[src/logic/irt_pkg.sv]
// Purpose: Shared constants for the infrared carrier modulation timer.
// Assumes: APB register map with 32-bit aligned words.
// Notes:   All offsets are byte addresses.

`default_nettype none

package irt_pkg;

   // ****************************************************
   // Register offsets
   // ****************************************************
   localparam logic [7:0] CTRL_OFFSET = 8'h00;
   localparam logic [7:0] CARRIER_PERIOD_OFFSET = 8'h04;
   localparam logic [7:0] MARK_INTERVAL_OFFSET = 8'h08;
   localparam logic [7:0] INTERVAL_COUNT_OFFSET = 8'h0C;
   localparam logic [7:0] STATUS_OFFSET = 8'h10;
   localparam logic [7:0] IRQ_MASK_OFFSET = 8'h14;
   localparam logic [7:0] POWER_CONTROL_OFFSET = 8'h18;

   // ****************************************************
   // Control register fields
   // ****************************************************
   localparam int CTRL_TIMER_ON_BIT = 0;
   localparam int CTRL_TX_RX_BIT = 1;
   localparam int CTRL_POLARITY_BIT = 2;
   localparam int CTRL_MARK_BIT = 3;
   localparam int CTRL_CLK_SEL_BIT = 4;
   localparam int CTRL_DIV_LSB = 5;
   localparam int CTRL_EDGE_LSB = 7;
   localparam int CTRL_RELOAD_BIT = 9;
   localparam int CTRL_IRQ_EN_BIT = 10;
   localparam int CTRL_WIDTH = 11;

   // ****************************************************
   // Status, power control and edge select codes
   // ****************************************************
   localparam int STATUS_INTERVAL_BIT = 0;
   localparam int STATUS_OVERFLOW_BIT = 1;
   localparam int STATUS_WIDTH = 2;
   localparam int PWR_LEVEL_BIT = 0;
   localparam int PWR_DRIVE_BIT = 1;
   localparam logic [1:0] EDGE_NONE = 2'h0;
   localparam logic [1:0] EDGE_RISE = 2'h1;
   localparam logic [1:0] EDGE_FALL = 2'h2;
   localparam logic [1:0] EDGE_BOTH = 2'h3;

   // ****************************************************
   // Reset values
   // ****************************************************
   localparam logic [CTRL_WIDTH-1:0] CTRL_RESET = 11'h000;
   localparam logic [15:0] PERIOD_RESET = 16'h0000;
   localparam logic [15:0] INTERVAL_RESET = 16'h0000;
   localparam logic [STATUS_WIDTH-1:0] STATUS_RESET = 2'h0;
   localparam logic [1:0] PWR_RESET = 2'h0;
   localparam logic [31:0] DATA_RESET = 32'h0000_0000;

endpackage : irt_pkg

`default_nettype wire

[src/logic/irt_clk_div.sv]
// Purpose: Power-of-two divider giving the carrier input clock enable.
// Assumes: One system clock; output is a one-cycle enable pulse.
// Notes:   Divide code 0 gives a pulse every cycle.

`timescale 1ns/1ps
`default_nettype none

module irt_clk_div #(
   parameter int DIV_WIDTH = 2
) (
   input wire logic core_clk,
   input wire logic rstn,
   input wire logic [DIV_WIDTH-1:0] divSel,
   output logic tick
);

   localparam int CNT_WIDTH = (1 << DIV_WIDTH) - 1;

   logic [CNT_WIDTH-1:0] divCnt_reg;
   logic [CNT_WIDTH-1:0] divMask;

   assign divMask = CNT_WIDTH'((1 << divSel) - 1);

   always_ff @(posedge core_clk) begin
      if (!rstn) begin
         divCnt_reg <= '0;
      end else begin
         divCnt_reg <= divCnt_reg + 1'b1;
      end
   end

   // Pulse when all selected low bits are set
   assign tick = ((divCnt_reg & divMask) == divMask);

endmodule // irt_clk_div

`default_nettype wire

[src/logic/irt_carrier_gen.sv]
// Purpose: Carrier generator timed by the carrier input clock enable.
// Assumes: Counts are latched by the caller for each interval.
// Notes:   carrierTick pulses once at the end of each full period.

`timescale 1ns/1ps
`default_nettype none

module irt_carrier_gen #(
   parameter int COUNT_WIDTH = 8
) (
   input wire logic core_clk,
   input wire logic rstn,
   input wire logic run,
   input wire logic restart,
   input wire logic inTick,
   input wire logic [COUNT_WIDTH-1:0] highCount,
   input wire logic [COUNT_WIDTH-1:0] lowCount,
   output logic carrierLevel,
   output logic carrierTick
);

   logic [COUNT_WIDTH-1:0] phaseCnt_reg;
   logic highPhase_reg;
   logic tick_reg;

   always_ff @(posedge core_clk) begin
      if (!rstn) begin
         phaseCnt_reg <= '0;
         highPhase_reg <= 1'b1;
         tick_reg <= 1'b0;
      end else if (!run || restart) begin
         phaseCnt_reg <= highCount;
         highPhase_reg <= 1'b1;
         tick_reg <= 1'b0;
      end else if (inTick) begin
         // RL2 RL4 high count+1 then low count+1
         if (phaseCnt_reg == '0) begin
            highPhase_reg <= !highPhase_reg;
            phaseCnt_reg <= highPhase_reg ? lowCount : highCount;
            tick_reg <= !highPhase_reg;
         end else begin
            phaseCnt_reg <= phaseCnt_reg - 1'b1;
            tick_reg <= 1'b0;
         end
      end else begin
         tick_reg <= 1'b0;
      end
   end

   assign carrierLevel = highPhase_reg;
   assign carrierTick = tick_reg;

endmodule // irt_carrier_gen

`default_nettype wire

[src/logic/irt_carrier_timer.sv]
// Purpose: Infrared carrier generation and modulation timer, APB slave.
// Assumes: Single 200 MHz core clock, synchronous active-low reset.
// Notes:   Sense pin is asynchronous and passes two flip-flops.

`timescale 1ns/1ps
`default_nettype none

// Function
// RL1 - Timer off: software drives emit pin
// RL2 - Carrier high/low last count plus one
// RL3 - Input clock is system clock over 2^div
// RL4 - Period is both counts plus two
// RL5 - Latch period, mark, polarity per interval
// RL6 - Enabled timer idles emit pin at polarity
// RL7 - Mark one sends carrier, else idle level
// RL8 - Count clock: carrier or input clock
// RL9 - Transmit starts when on and tx both set
// RL10 - Start loads counter from mark interval
// RL11 - Zero then tick: reload, resample, flag
// RL12 - Interval lasts mark interval plus one
// RL13 - Software stops via receive or off
// RL14 - Receive counts up, optional capture reload
// RL15 - Rollover sets overflow flag, interrupts
// RL16 - Capture on selected sense pin edges
// RL17 - Capture stores level and counter value
// RL18 - Flags stick until software clears them
module irt_carrier_timer #(
   parameter int DIV_WIDTH = 2,
   parameter int COUNT_WIDTH = 16
) (
   input wire logic core_clk,
   input wire logic rstn,
   input wire logic psel,
   input wire logic penable,
   input wire logic pwrite,
   input wire logic [7:0] paddr,
   input wire logic [31:0] pwdata,
   output logic [31:0] prdata,
   output logic pready,
   output logic pslverr,
   input wire logic sensePin,
   output logic emitPinOut,
   output logic emitPinOeN,
   output logic irq
);

   // ****************************************************
   // Declarations
   // ****************************************************
   logic [irt_pkg::CTRL_WIDTH-1:0] ctrl_reg;
   logic [15:0] carrierPeriod_reg;
   logic [COUNT_WIDTH-1:0] markInterval_reg;
   logic [COUNT_WIDTH-1:0] intervalCounter_reg;
   logic [irt_pkg::STATUS_WIDTH-1:0] status_reg;
   logic [irt_pkg::STATUS_WIDTH-1:0] irqMask_reg;
   logic [1:0] powerControl_reg;
   logic markBit_reg;
   logic [31:0] prdata_reg;
   logic pready_reg;
   logic pslverr_reg;
   logic irq_reg;
   logic emitOut_reg;
   logic emitOeN_reg;
   logic senseMeta_reg;
   logic senseSync_reg;
   logic sensePrev_reg;
   logic txActivePrev_reg;
   logic [15:0] latchedPeriod_reg;
   logic latchedMark_reg;
   logic latchedPol_reg;
   logic [31:0] readMux;
   logic mapped;
   logic writeDone;
   logic timerOn;
   logic txMode;
   logic txActive;
   logic rxActive;
   logic txStart;
   logic inTick;
   logic carrierLevel;
   logic carrierTick;
   logic countTick;
   logic intervalEnd;
   logic rollOver;
   logic riseEdge;
   logic fallEdge;
   logic captureEvent;
   logic [irt_pkg::STATUS_WIDTH-1:0] statusSet;
   logic [irt_pkg::STATUS_WIDTH-1:0] statusClr;
   logic [1:0] edgeSel;

   assign timerOn = ctrl_reg[irt_pkg::CTRL_TIMER_ON_BIT];
   assign txMode = ctrl_reg[irt_pkg::CTRL_TX_RX_BIT];
   assign edgeSel = ctrl_reg[irt_pkg::CTRL_EDGE_LSB +: 2];
   assign txActive = timerOn && txMode;
   assign rxActive = timerOn && !txMode;

   // ****************************************************
   // APB slave
   // ****************************************************
   // One wait state: data is registered on the same edge that pready rises
   assign writeDone = psel && penable && pready_reg && pwrite && mapped;

   always_comb begin
      readMux = irt_pkg::DATA_RESET;
      mapped = 1'b1;
      if (paddr == irt_pkg::CTRL_OFFSET) begin
         readMux[irt_pkg::CTRL_WIDTH-1:0] = ctrl_reg;
         readMux[irt_pkg::CTRL_MARK_BIT] = markBit_reg;
      end else if (paddr == irt_pkg::CARRIER_PERIOD_OFFSET) begin
         readMux[15:0] = carrierPeriod_reg;
      end else if (paddr == irt_pkg::MARK_INTERVAL_OFFSET) begin
         readMux[COUNT_WIDTH-1:0] = markInterval_reg;
      end else if (paddr == irt_pkg::INTERVAL_COUNT_OFFSET) begin
         readMux[COUNT_WIDTH-1:0] = intervalCounter_reg;
      end else if (paddr == irt_pkg::STATUS_OFFSET) begin
         readMux[irt_pkg::STATUS_WIDTH-1:0] = status_reg;
      end else if (paddr == irt_pkg::IRQ_MASK_OFFSET) begin
         readMux[irt_pkg::STATUS_WIDTH-1:0] = irqMask_reg;
      end else if (paddr == irt_pkg::POWER_CONTROL_OFFSET) begin
         readMux[1:0] = powerControl_reg;
      end else begin
         mapped = 1'b0;
      end
   end

   always_ff @(posedge core_clk) begin
      if (!rstn) begin
         pready_reg <= 1'b0;
         prdata_reg <= irt_pkg::DATA_RESET;
         pslverr_reg <= 1'b0;
      end else if (psel && penable && !pready_reg) begin
         pready_reg <= 1'b1;
         prdata_reg <= pwrite ? irt_pkg::DATA_RESET : readMux;
         pslverr_reg <= !mapped;
      end else begin
         pready_reg <= 1'b0;
         prdata_reg <= irt_pkg::DATA_RESET;
         pslverr_reg <= 1'b0;
      end
   end

   // ****************************************************
   // Software registers
   // ****************************************************
   always_ff @(posedge core_clk) begin
      if (!rstn) begin
         ctrl_reg <= irt_pkg::CTRL_RESET;
         carrierPeriod_reg <= irt_pkg::PERIOD_RESET;
         irqMask_reg <= irt_pkg::STATUS_RESET;
         powerControl_reg <= irt_pkg::PWR_RESET;
      end else if (writeDone) begin
         if (paddr == irt_pkg::CTRL_OFFSET) begin
            ctrl_reg <= pwdata[irt_pkg::CTRL_WIDTH-1:0];
         end else if (paddr == irt_pkg::CARRIER_PERIOD_OFFSET) begin
            carrierPeriod_reg <= pwdata[15:0];
         end else if (paddr == irt_pkg::IRQ_MASK_OFFSET) begin
            irqMask_reg <= pwdata[irt_pkg::STATUS_WIDTH-1:0];
         end else if (paddr == irt_pkg::POWER_CONTROL_OFFSET) begin
            powerControl_reg <= pwdata[1:0];
         end
      end
   end

   // ****************************************************
   // Sense pin synchroniser and edge detect
   // ****************************************************
   always_ff @(posedge core_clk) begin
      if (!rstn) begin
         senseMeta_reg <= 1'b0;
         senseSync_reg <= 1'b0;
         sensePrev_reg <= 1'b0;
      end else begin
         senseMeta_reg <= sensePin;
         senseSync_reg <= senseMeta_reg;
         sensePrev_reg <= senseSync_reg;
      end
   end

   assign riseEdge = senseSync_reg && !sensePrev_reg;
   assign fallEdge = !senseSync_reg && sensePrev_reg;

   // RL16 edge qualification
   always_comb begin
      case (edgeSel)
         irt_pkg::EDGE_RISE: captureEvent = rxActive && riseEdge;
         irt_pkg::EDGE_FALL: captureEvent = rxActive && fallEdge;
         irt_pkg::EDGE_BOTH: captureEvent = rxActive && (riseEdge || fallEdge);
         default: captureEvent = 1'b0;
      endcase
   end

   // ****************************************************
   // Clock divider and carrier generator
   // ****************************************************
   // RL3 input clock enable
   irt_clk_div #(
      .DIV_WIDTH(DIV_WIDTH)
   ) u_div (
      .core_clk(core_clk),
      .rstn(rstn),
      .divSel(ctrl_reg[irt_pkg::CTRL_DIV_LSB +: DIV_WIDTH]),
      .tick(inTick)
   );

   // RL2 RL5 per-interval copy, live value at start
   irt_carrier_gen #(
      .COUNT_WIDTH(8)
   ) u_carrier (
      .core_clk(core_clk),
      .rstn(rstn),
      .run(timerOn),
      .restart(txStart),
      .inTick(inTick),
      .highCount(txActive && !txStart ? latchedPeriod_reg[15:8] : carrierPeriod_reg[15:8]),
      .lowCount(txActive && !txStart ? latchedPeriod_reg[7:0] : carrierPeriod_reg[7:0]),
      .carrierLevel(carrierLevel),
      .carrierTick(carrierTick)
   );

   // RL8 count clock choice
   assign countTick = ctrl_reg[irt_pkg::CTRL_CLK_SEL_BIT] ? inTick : carrierTick;

   // ****************************************************
   // Transmit sequencing
   // ****************************************************
   // RL9 start on either bit reaching the active pair
   assign txStart = txActive && !txActivePrev_reg;
   assign intervalEnd = txActive && !txStart && countTick && (intervalCounter_reg == '0);
   assign rollOver = rxActive && countTick && (intervalCounter_reg == '1);

   always_ff @(posedge core_clk) begin
      if (!rstn) begin
         txActivePrev_reg <= 1'b0;
      end else begin
         txActivePrev_reg <= txActive;
      end
   end

   // RL5 RL11 resample at start and each reload
   always_ff @(posedge core_clk) begin
      if (!rstn) begin
         latchedPeriod_reg <= irt_pkg::PERIOD_RESET;
         latchedMark_reg <= 1'b0;
         latchedPol_reg <= 1'b0;
      end else if (txStart || intervalEnd) begin
         latchedPeriod_reg <= carrierPeriod_reg;
         latchedMark_reg <= markBit_reg;
         latchedPol_reg <= ctrl_reg[irt_pkg::CTRL_POLARITY_BIT];
      end
   end

   // ****************************************************
   // Interval counter
   // ****************************************************
   // Hardware updates win over a same-cycle software write
   always_ff @(posedge core_clk) begin
      if (!rstn) begin
         intervalCounter_reg <= irt_pkg::INTERVAL_RESET;
      end else if (txStart || intervalEnd) begin
         // RL10 RL11 RL12 load gives mark interval plus one ticks
         intervalCounter_reg <= markInterval_reg;
      end else if (txActive && countTick) begin
         intervalCounter_reg <= intervalCounter_reg - 1'b1;
      end else if (captureEvent && ctrl_reg[irt_pkg::CTRL_RELOAD_BIT]) begin
         // RL14 optional clear on capture
         intervalCounter_reg <= '0;
      end else if (rxActive && countTick) begin
         // RL14 RL15 up count wraps to zero
         intervalCounter_reg <= intervalCounter_reg + 1'b1;
      end else if (writeDone && paddr == irt_pkg::INTERVAL_COUNT_OFFSET) begin
         intervalCounter_reg <= pwdata[COUNT_WIDTH-1:0];
      end
   end

   // ****************************************************
   // Mark interval and mark bit
   // ****************************************************
   always_ff @(posedge core_clk) begin
      if (!rstn) begin
         markInterval_reg <= irt_pkg::INTERVAL_RESET;
      end else if (captureEvent) begin
         // RL17 capture counter value
         markInterval_reg <= intervalCounter_reg;
      end else if (writeDone && paddr == irt_pkg::MARK_INTERVAL_OFFSET) begin
         markInterval_reg <= pwdata[COUNT_WIDTH-1:0];
      end
   end

   always_ff @(posedge core_clk) begin
      if (!rstn) begin
         markBit_reg <= 1'b0;
      end else if (captureEvent) begin
         // RL17 store sense level
         markBit_reg <= senseSync_reg;
      end else if (writeDone && paddr == irt_pkg::CTRL_OFFSET) begin
         markBit_reg <= pwdata[irt_pkg::CTRL_MARK_BIT];
      end
   end

   // ****************************************************
   // Status flags and interrupt
   // ****************************************************
   assign statusSet[irt_pkg::STATUS_INTERVAL_BIT] = intervalEnd;
   assign statusSet[irt_pkg::STATUS_OVERFLOW_BIT] = rollOver;
   assign statusClr = (writeDone && paddr == irt_pkg::STATUS_OFFSET)
                      ? pwdata[irt_pkg::STATUS_WIDTH-1:0] : '0;

   // RL18 sticky flags, set beats clear
   always_ff @(posedge core_clk) begin
      if (!rstn) begin
         status_reg <= irt_pkg::STATUS_RESET;
      end else begin
         status_reg <= (status_reg & ~statusClr) | statusSet;
      end
   end

   // RL11 RL15 interrupt while enabled flag stands
   always_ff @(posedge core_clk) begin
      if (!rstn) begin
         irq_reg <= 1'b0;
      end else begin
         irq_reg <= ctrl_reg[irt_pkg::CTRL_IRQ_EN_BIT] && |(status_reg & irqMask_reg);
      end
   end

   // ****************************************************
   // Emit pin
   // ****************************************************
   always_ff @(posedge core_clk) begin
      if (!rstn) begin
         emitOut_reg <= 1'b0;
         emitOeN_reg <= 1'b1;
      end else if (!timerOn) begin
         // RL1 manual control while off
         emitOut_reg <= powerControl_reg[irt_pkg::PWR_LEVEL_BIT];
         emitOeN_reg <= !powerControl_reg[irt_pkg::PWR_DRIVE_BIT];
      end else if (txActive && !txStart && latchedMark_reg) begin
         // RL7 carrier, inverted by polarity
         emitOut_reg <= carrierLevel ^ latchedPol_reg;
         emitOeN_reg <= 1'b0;
      end else begin
         // RL6 idle level from polarity
         emitOut_reg <= txActive && !txStart ? latchedPol_reg
                        : ctrl_reg[irt_pkg::CTRL_POLARITY_BIT];
         emitOeN_reg <= 1'b0;
      end
   end

   // RL13 stopping is software's act; off or receive ends transmit here
   assign emitPinOut = emitOut_reg;
   assign emitPinOeN = emitOeN_reg;
   assign irq = irq_reg;
   assign prdata = prdata_reg;
   assign pready = pready_reg;
   assign pslverr = pslverr_reg;

endmodule // irt_carrier_timer

`default_nettype wire

[config.mk]
export PLATFORM = sky130hd
export DESIGN_NAME = irt_carrier_timer
export DESIGN_NICKNAME = d
export VERILOG_FILES = /design/src/logic/irt_pkg.sv /design/src/logic/irt_clk_div.sv /design/src/logic/irt_carrier_gen.sv /design/src/logic/irt_carrier_timer.sv
export SDC_FILE = /design/constraint.sdc
export NUM_CORES = 1
export LEC_CHECK = 0
export ABC_AREA = 1
export BUFFER_PORTS_ARGS = -buffer_cell sky130_fd_sc_hd__buf_2
export CAP_MARGIN = 20
export CORE_MARGIN = 2
export CORE_UTILIZATION = 60
export CTS_CLUSTER_SIZE = 14
export DETAILED_ROUTE_END_ITERATION = 10
export MAX_ROUTING_LAYER = met4
export PLACE_DENSITY = 0.8
export SYNTH_ARGS = -nofsm -noshare
export SYNTH_HDL_FRONTEND = slang
export SYNTH_SLANG_ARGS = --single-unit
[constraint.sdc]
create_clock -name core_clk -period 3.6 [get_ports core_clk]
set_clock_uncertainty 0.05 [all_clocks]
set_input_delay 0.36 -clock core_clk [delete_from_list [all_inputs] [get_ports core_clk]]
set_output_delay 0.36 -clock core_clk [all_outputs]
set_load 0.01 [all_outputs]
==> summary.txt, run 1 <==
Status
  • Result of the run: completed

Floorplanning
  • Core area: 10,800 um2
  • Die area: 11,900 um2
  • Die height: 109 um
  • # IOs: 83
  • Initial Util: 0.614
  • Overall die width: 109 um
  • Std-Cell Rows: 38

Global routing
  • Initial antenna violation count: 0
  • GRT overflow: 0
  • Total GRT Usage: 0.340
  • Number of global-route vias before repair: 6,010
  • First-pass GRT wire length: 30.0 mm
  • Largest net degree at the start of global routing: 71

Timing
  • Final Hold Viols: 0
  • Final worst path period share: 0.691
  • F_max: 0.402 GHz
  • RSZ-0062 raised after global routing: false
  • Slew headroom: 0.385
  • Hold Worst Slack: 0.105 ns
  • Pins Over Slew Limit: 0
  • # setup viols final: 0
  • Period minus WS final: 2.49 ns
  • Final setup margin: 1.11 ns
  • Setup TNS Final: 0 ns
  • Worst-margin pin slew: 0.922 ns

Drt
  • Detailed-route via count: 6,658
  • Final ANT Viol Nets: 0
  • Routed len/inst: 16.3 um
  • DRC viols: 0
  • DR iter-0 viols: 664
  • First-pass detailed-route iteration total: 7
  • Final wirelength: 18.8 mm
  • Via density: 5.78

Finish
  • # diodes: 0
  • Share of cells above drive strength 1: 0.112
  • Most common cell after layout, fill and taps aside: o21ai_0
  • Layout Nets: 1,051
  • Final Instance Count excl. Fillers: 1,151
  • Final instance area: 7440 um2
  • Most frequent cells in the layout: o21ai_0, nand2_1, dfxtp_1
  • Area Growth Syn to Fin: 12.2%
  • Post-layout utilization of the core: 0.689

Logic synthesis
  • Top cell type's share of synthesized area: 0.365
  • Number of synthesis warnings: 0
  • FF+latch count, synth: 121
  • Sequential area share after synthesis: 0.365
  • Distinct cells, synth: 40
  • Syn Std Cell Area: 6630 um2
  • Leading area contributor after synthesis: dfxtp_1
  • Mapped Cells: 968
  • Top area cells in the synthesized netlist: dfxtp_1, o21ai_0, a21oi_1, nand2_1, inv_1
  • Syn_area_per_cell: 6.85 um2

Hold path
  • Hold Crit Start: penable
  • Worst hold path class: primary input to register
  • WHS Path Cells: 3
  • Hold Path End: pready

Setup path
  • Reg2reg setup slack: 1.11 ns
  • Reg-to-reg endpoint: markInterval_reg[12]
  • Crit Path Class: register to register
  • Max FO, Critical Path: 32
  • CP max stage cell: inv_1
  • Max incr delay on CP: 0.56 ns
  • CP Data Required Time: 4.00 ns
  • Register-to-Register Path Depth: 9
  • Setup crit end kind: register
  • Worst Setup SP: senseSync_reg
  • Worst path cell trace: inv_1, ha_1, nand3_1, nand3_1, buf_4, nand2_2, inv_1, o21ai_0, a21oi_1
  • FF-to-FF Start: senseSync_reg
  • Setup crit start kind: register
  • Critical Path AT: 2.89 ns

Place
  • IO Port Bufs: 50
  • Placed Cells incl. Taps: 1,118
  • Worst slack at placement: 1.23 ns
  • Final GP Congestion: 0.985
  • DP Area: 6810 um2
  • Dpl hpwl: 12.8 mm

Power and ir drop
  • Pwr/cell area: 438 nW/um2
  • Total power: 3.26 mW
  • Leakage: 3.19 nW
  • VDD IR max: 0.382 mV

CTS
  • # clock sinks: 121
  • CTS tree: done
  • CTS H-tree lvls: 4
  • Root Driver: clkbuf_8
  • Clk_lat worst skew: 0.53 ns
  • Clock Pin Slew Worst Setup and Hold Paths: 0.06 ns
  • TritonCTS buffer count: 17
  • # Post-CTS Setup Buffers: 0
  • Clock Tree Buf Depth: 2

Job
  • Max_cap viols: 0
[worst max-delay path by stage]
stage,to,slack [ns],cells past startpoint
global placement,markInterval_reg[13],1.26,9
detailed placement,markInterval_reg[11],1.23,9
floorplan,intervalCounter_reg[2],1.81,12
CTS,markInterval_reg[12],1.17,9
finish,markInterval_reg[12],1.11,9
global route,markInterval_reg[13],0.84,9
[what timing repair did]
item,4_1_cts,5_1_grt
hold buffers,1,0
endpoints found under the hold margin,1,0
resized for setup,0,0
[cells by family (layout without fill, tap and decap cells)]
group                      Yosys count  in the layout  synth area share
AOI/OAI and AO/OA                  302            302             0.249
xor gates and xnor gates            24             24            0.0317
adders and majority gates            7              7            0.0132
buffers and inverters              185            213             0.122
DFF                                121            121             0.365
other                                1             16          0.000566
and+or+nand+nor                    328            328             0.218
[synthesized netlist by cell type]
master,instances
a21boi_0,1
a21boi_2,1
a21oi_1,102
a21oi_2,2
a31oi_1,10
buf_2,13
buf_4,22
buf_6,2
clkbuf_1,22
clkbuf_2,1
conb_1,1
dfxtp_1,121
ha_1,7
inv_1,116
inv_2,8
inv_4,1
nand2_1,127
nand2_2,6
nand2_4,2
nand2_8,1
nand3_1,53
nand3_2,1
nand3b_1,1
nand4_1,9
nor2_1,109
nor2_2,1
nor2_4,4
nor3_1,10
nor3_2,1
nor3_4,1
nor4_1,2
o211ai_1,19
o21ai_0,131
o21ai_1,17
o21bai_1,2
o221ai_1,13
o22ai_1,3
o311ai_0,1
xnor2_1,2
xor2_1,22
[report_power, final]
part           total [mW]  internal [mW]  switching (mW)
registers            1.35           1.34         0.00347
clock network        1.79           1.16           0.627
logic               0.117         0.0366          0.0806
[area by class of cell]
type	count	area [um2]
multi-input combinational	677	3450
fill	956	3350
sequential	121	2420
inverter	125	472
clock buffer	22	453
timing repair buffer	56	298
tap	140	175
clock inverter	10	168
[critical path: cells and delay by family (launching register included)]
kind	cells	cell delay, ns
AO/OA/AOI/OAI	2	0.33
adder cells (fa/ha/maj)	1	0.27
buffers and inverters	3	0.95
flip-flops	1	0.42
AND/OR/NAND/NOR	3	0.38
[layer usage]
| layer | up-vias | track usage | wire, um |
|---|---|---|---|
| li1 | 3256 | - | - |
| met1 | 3011 | 0.427 | 8010 |
| met2 | 327 | 0.508 | 8360 |
| met3 | 64 | 0.0669 | 1510 |
| met4 | 0 | 0.199 | 941 |
| met5 | - | - | 0 |
Note: power is estimated with default switching activity, not from simulation.
==> run 2, diff against run 1 <==
- ABC_AREA: 1 -> 0
- CORE_UTILIZATION: 60 -> 53
- PLACE_DENSITY: 0.8 -> 0.75
- clock period: 3.6 -> 2.05 ns (I/O delays scaled with it)
==> run 2 against run 1 <==
The run now ends with negative setup slack left. Area after synthesis grew 0.17%. First-iteration DRC count grew 38%. Total power grew 66%. Cell count shrank 6.3%. Synthesized cell count shrank 18%. Via count grew 0.74%. Flip-flop and latch count is the same. Critical path depth shrank 1. Combinational power grew 93%. Cell area grew 14%. Utilization grew 0.92 points. Largest power group unchanged.
==> summary.txt, run 2 <==
Logic synthesis
  • Sequential area share after synthesis: 0.365 (about the same)
  • Leading area contributor after synthesis: dfxtp_1 (unchanged)
  • Top area cells in the synthesized netlist: dfxtp_1, nand2_1, mux2i_1, a21boi_0, clkbuf_1 (was dfxtp_1, o21ai_0, a21oi_1, nand2_1, inv_1)
  • Most instantiated library cell after synthesis: nand2_1 (was o21ai_0)
  • Multiplexer share of the synthesized area: 0.0778 (was 0)
  • Compound-cell area share of the yosys netlist: 0.223 (was 0.249)
  • Synth Area in Adders: 0.0132 (about the same)
  • Syn_area_per_cell: 8.32 um2 (was 6.85 um2)
  • Top cell type's share of synthesized area: 0.365 (about the same)
  • Synth cell count leaders: nand2_1, dfxtp_1, clkbuf_1 (was o21ai_0, nand2_1, dfxtp_1)
  • Mapped Cells: 798 (was 968)
  • Fraction of registers with async set/reset: 0 (unchanged)
  • Combinational family with the most area after synthesis: compound AO/OA/AOI/OAI gates (unchanged)
  • FF+latch count, synth: 121 (unchanged)
  • Syn Std Cell Area: 6640 um2 (was 6630 um2)
  • Distinct cells, synth: 65 (was 40)
  • Post-Synth Simple-Gate Area: 0.217 (was 0.218)
  • Synth Area in XOR/XNOR: 0.0369 (was 0.0317)
  • Number of synthesis warnings: 0 (unchanged)
  • Post-synth EDFFs: 0 (unchanged)
  • Synth Flop Type: dfxtp_1 (unchanged)

Timing
  • Worst-margin pin slew: 0.645 ns (was 0.922 ns)
  • Pins Over Slew Limit: 0 (unchanged)
  • F_max: 0.456 GHz (was 0.402 GHz)
  • RSZ-0062 raised after global routing: true (was false)
  • Final worst path period share: 1.07 (was 0.691)
  • Final Hold Viols: 0 (unchanged)
  • Slew headroom: 0.566 (was 0.385)
  • Period minus WS final: 2.19 ns (was 2.49 ns)
  • Hold Worst Slack: 0.0227 ns (was 0.105 ns)
  • # setup viols final: 45 (was 0)
  • Final setup margin: -0.143 ns (was 1.11 ns)

Setup path
  • Worst Path Buf+Inv: 2 (was 3)
  • CP max stage cell: or4_4 (was inv_1)
  • Max incr delay on CP: 0.56 ns (about the same)
  • FF-to-FF Start: intervalCounter_reg[12] (was senseSync_reg)
  • Worst Setup SP: intervalCounter_reg[12] (was senseSync_reg)
  • Setup crit start kind: register (unchanged)
  • Largest delay share family, worst path: simple AND/OR/NAND/NOR gates (was buffers and inverters)
  • Crit Path Class: register to register (unchanged)
  • Most used cell, CP: buf_6
  • CP Data Required Time: 2.30 ns (was 4.00 ns)
  • Worst path cell trace: or4_4, nor3_4, and4b_2, buf_6, nor2_4, buf_6, o211ai_1, o22ai_1 (was inv_1, ha_1, nand3_1, nand3_1, buf_4, nand2_2, inv_1, o21ai_0, a21oi_1)
  • Critical Path AT: 2.44 ns (was 2.89 ns)
  • Max FO, Critical Path: 6 (was 32)
  • Setup crit end kind: register (unchanged)

Hold path
  • Hold Crit Start: pwdata[15] (was penable)
  • Worst hold path class: primary input to register (unchanged)

Drt
  • Routed len/inst: 19.6 um (was 16.3 um)
  • DRC viols: 0 (unchanged)
  • Final ANT Viol Nets: 0 (unchanged)
  • Via density: 6.22 (was 5.78)
  • Final wirelength: 21.2 mm (was 18.8 mm)
  • Detailed-route via count: 6,707 (was 6,658)
  • DR iter-0 viols: 913 (was 664)
  • First-pass detailed-route iteration total: 7 (unchanged)

Finish
  • Filler instances: 902 (was 956)
  • Area Growth Syn to Fin: 27.4% (was 12.2%)
  • Layout Nets: 951 (was 1,051)
  • Post-layout utilization of the core: 0.699 (was 0.689)
  • Most frequent cells in the layout: nand2_1, dfxtp_1, buf_4 (was o21ai_0, nand2_1, dfxtp_1)
  • Most common cell after layout, fill and taps aside: nand2_1 (was o21ai_0)
  • # diodes: 0 (unchanged)
  • Share of cells above drive strength 1: 0.273 (was 0.112)
  • Final instance area: 8460 um2 (was 7440 um2)

CTS
  • Clk_lat worst skew: 0.42 ns (was 0.53 ns)
  • Root Driver: clkbuf_16 (was clkbuf_8)
  • Clock Pin Slew Worst Setup and Hold Paths: 0.06 ns (about the same)
  • # clock sinks: 121 (unchanged)
  • Clock Tree Buf Depth: 2 (unchanged)
  • CTS H-tree lvls: 4 (unchanged)
  • CTS tree: done (unchanged)
  • TritonCTS buffer count: 17 (unchanged)

Floorplanning
  • Die height: 116 um (was 109 um)
  • Std-Cell Rows: 40 (was 38)
  • Overall die width: 116 um (was 109 um)
  • Core area: 12,100 um2 (was 10,800 um2)
  • Initial Util: 0.548 (was 0.614)
  • Die area: 13,400 um2 (was 11,900 um2)
  • # IOs: 83 (unchanged)

Power and ir drop
  • Leakage: 3.30 nW (was 3.19 nW)
  • Pwr/cell area: 639 nW/um2 (was 438 nW/um2)
  • P_sw: 1.24 mW (was 0.711 mW)
  • Total power: 5.41 mW (was 3.26 mW)
  • Sequential Power Share: 0.438 (was 0.414)
  • VDD IR max: 0.500 mV (was 0.382 mV)
  • Clk pwr share: 0.520 (was 0.550)
  • Cell Int Power: 4.17 mW (was 2.55 mW)
  • Net Sw Frac: 0.230 (was 0.218)
  • Combinational Power Share: 0.042 (was 0.036)

Place
  • Final GP Congestion: 0.947 (was 0.985)
  • IO Port Bufs: 50 (unchanged)
  • DP Area: 7500 um2 (was 6810 um2)
  • Worst slack at placement: -0.271 ns (was 1.23 ns)
  • Dpl hpwl: 14.3 mm (was 12.8 mm)

Global routing
  • Number of global-route vias before repair: 6,420 (was 6,010)
  • Initial antenna violation count: 0 (unchanged)
  • GRT overflow: 0 (unchanged)
  • First-pass GRT wire length: 33.8 mm (was 30.0 mm)
  • Largest net degree at the start of global routing: 104 (was 71)
  • Total GRT Usage: 0.338 (was 0.340)

Status
  • Failing checks: negative setup slack
  • Result of the run: finished, violations left (was completed)

Job
  • Max_cap viols: 0 (unchanged)
-- run 2: cell types whose count changed after synthesis, moves of 22 or more --
cell      previous run  this run
inv_1              116        13
clkbuf_1            22        44
a21oi_1            102        24
nand2_1            127       160
nor2_1             109        34
nand3_1             53        16
a21boi_0             1        27
mux2i_1              0        28
o21ai_0            131        28
-- run 2: worst min-delay path, delay by kind of cell --
| kind | cells | cell delay [ns] |
|---|---|---|
| AO/OA/AOI/OAI | 1 | 0.06 |
| buffers and inverters | 1 | 0.12 |
| AND/OR/NAND/NOR | 1 | 0.05 |
-- run 2: cell families after synthesis --
logic type | after synthesis
compound gates | 206
xor+xnor | 28
fa+ha+maj | 7
buf+inv | 92
flops | 121
mux | 42
other cells | 1
simple gates | 301
-- run 2: final cells by class --
| type | instances | area [um2] | share of cell area |
|---|---|---|---|
| clock buffer | 20 | 457 | 0.0540 |
| clock inverter | 12 | 101 | 0.0120 |
| inverter | 13 | 48.8 | 0.00577 |
| multi-input combinational | 600 | 4060 | 0.480 |
| sequential | 121 | 2430 | 0.287 |
| tap | 168 | 210 | 0.0248 |
| timing repair buffer | 145 | 1150 | 0.136 |
-- run 2: worst paths after layout --
check / cells after the start / endpoint / slack [ns]
setup / recovery: 8 / intervalCounter_reg[15] / -0.14
hold / removal: 3 / carrierPeriod_reg[15] / 0.02
setup reg to reg: 8 / intervalCounter_reg[15] / -0.14
hold reg to reg: 1 / senseSync_reg / 0.39
-- run 2: power by group through the flow --
stage / registers, mW / clock network, mW / logic, mW
floorplan: 2.42 / 0 / 0.141
global placement: 2.42 / 0 / 0.204
detailed placement: 2.42 / 0 / 0.209
CTS: 2.37 / 2.84 / 0.216
global route: 2.37 / 2.96 / 0.240
finish: 2.37 / 2.81 / 0.226
-- run 2: routing by layer --
layer  share of wire  wire [um]  vias to the layer above  GRT usage
li1                -          -                     3029          -
met1            0.39       8250                     3206      0.408
met2            0.47      10100                      389      0.527
met3           0.095       2020                       83     0.0879
met4           0.041        860                        0      0.160
met5               0          0                        -          -
-- run 2: what timing repair did --
action / CTS / global route
resized for setup: 32 / 27
pin swaps: 32 / 13
endpoints found under the setup margin: 50 / 56
gates cloned: 5 / 0
hold buffers: 1 / 0
endpoints found under the hold margin: 1 / 0
buffers inserted: 15 / 1
-- run 2: per-stage QoR --
stage / setup TNS (ns) / std cells
5_1_grt: -6.04 / 1079
4_1_cts: -0.563 / 1082
2_1_floorplan: -0.0635 / 813
6_report: -3.70 / 1079
3_5_place_dp: -8.44 / 1029
3_3_place_gp: -4.34 / 1029
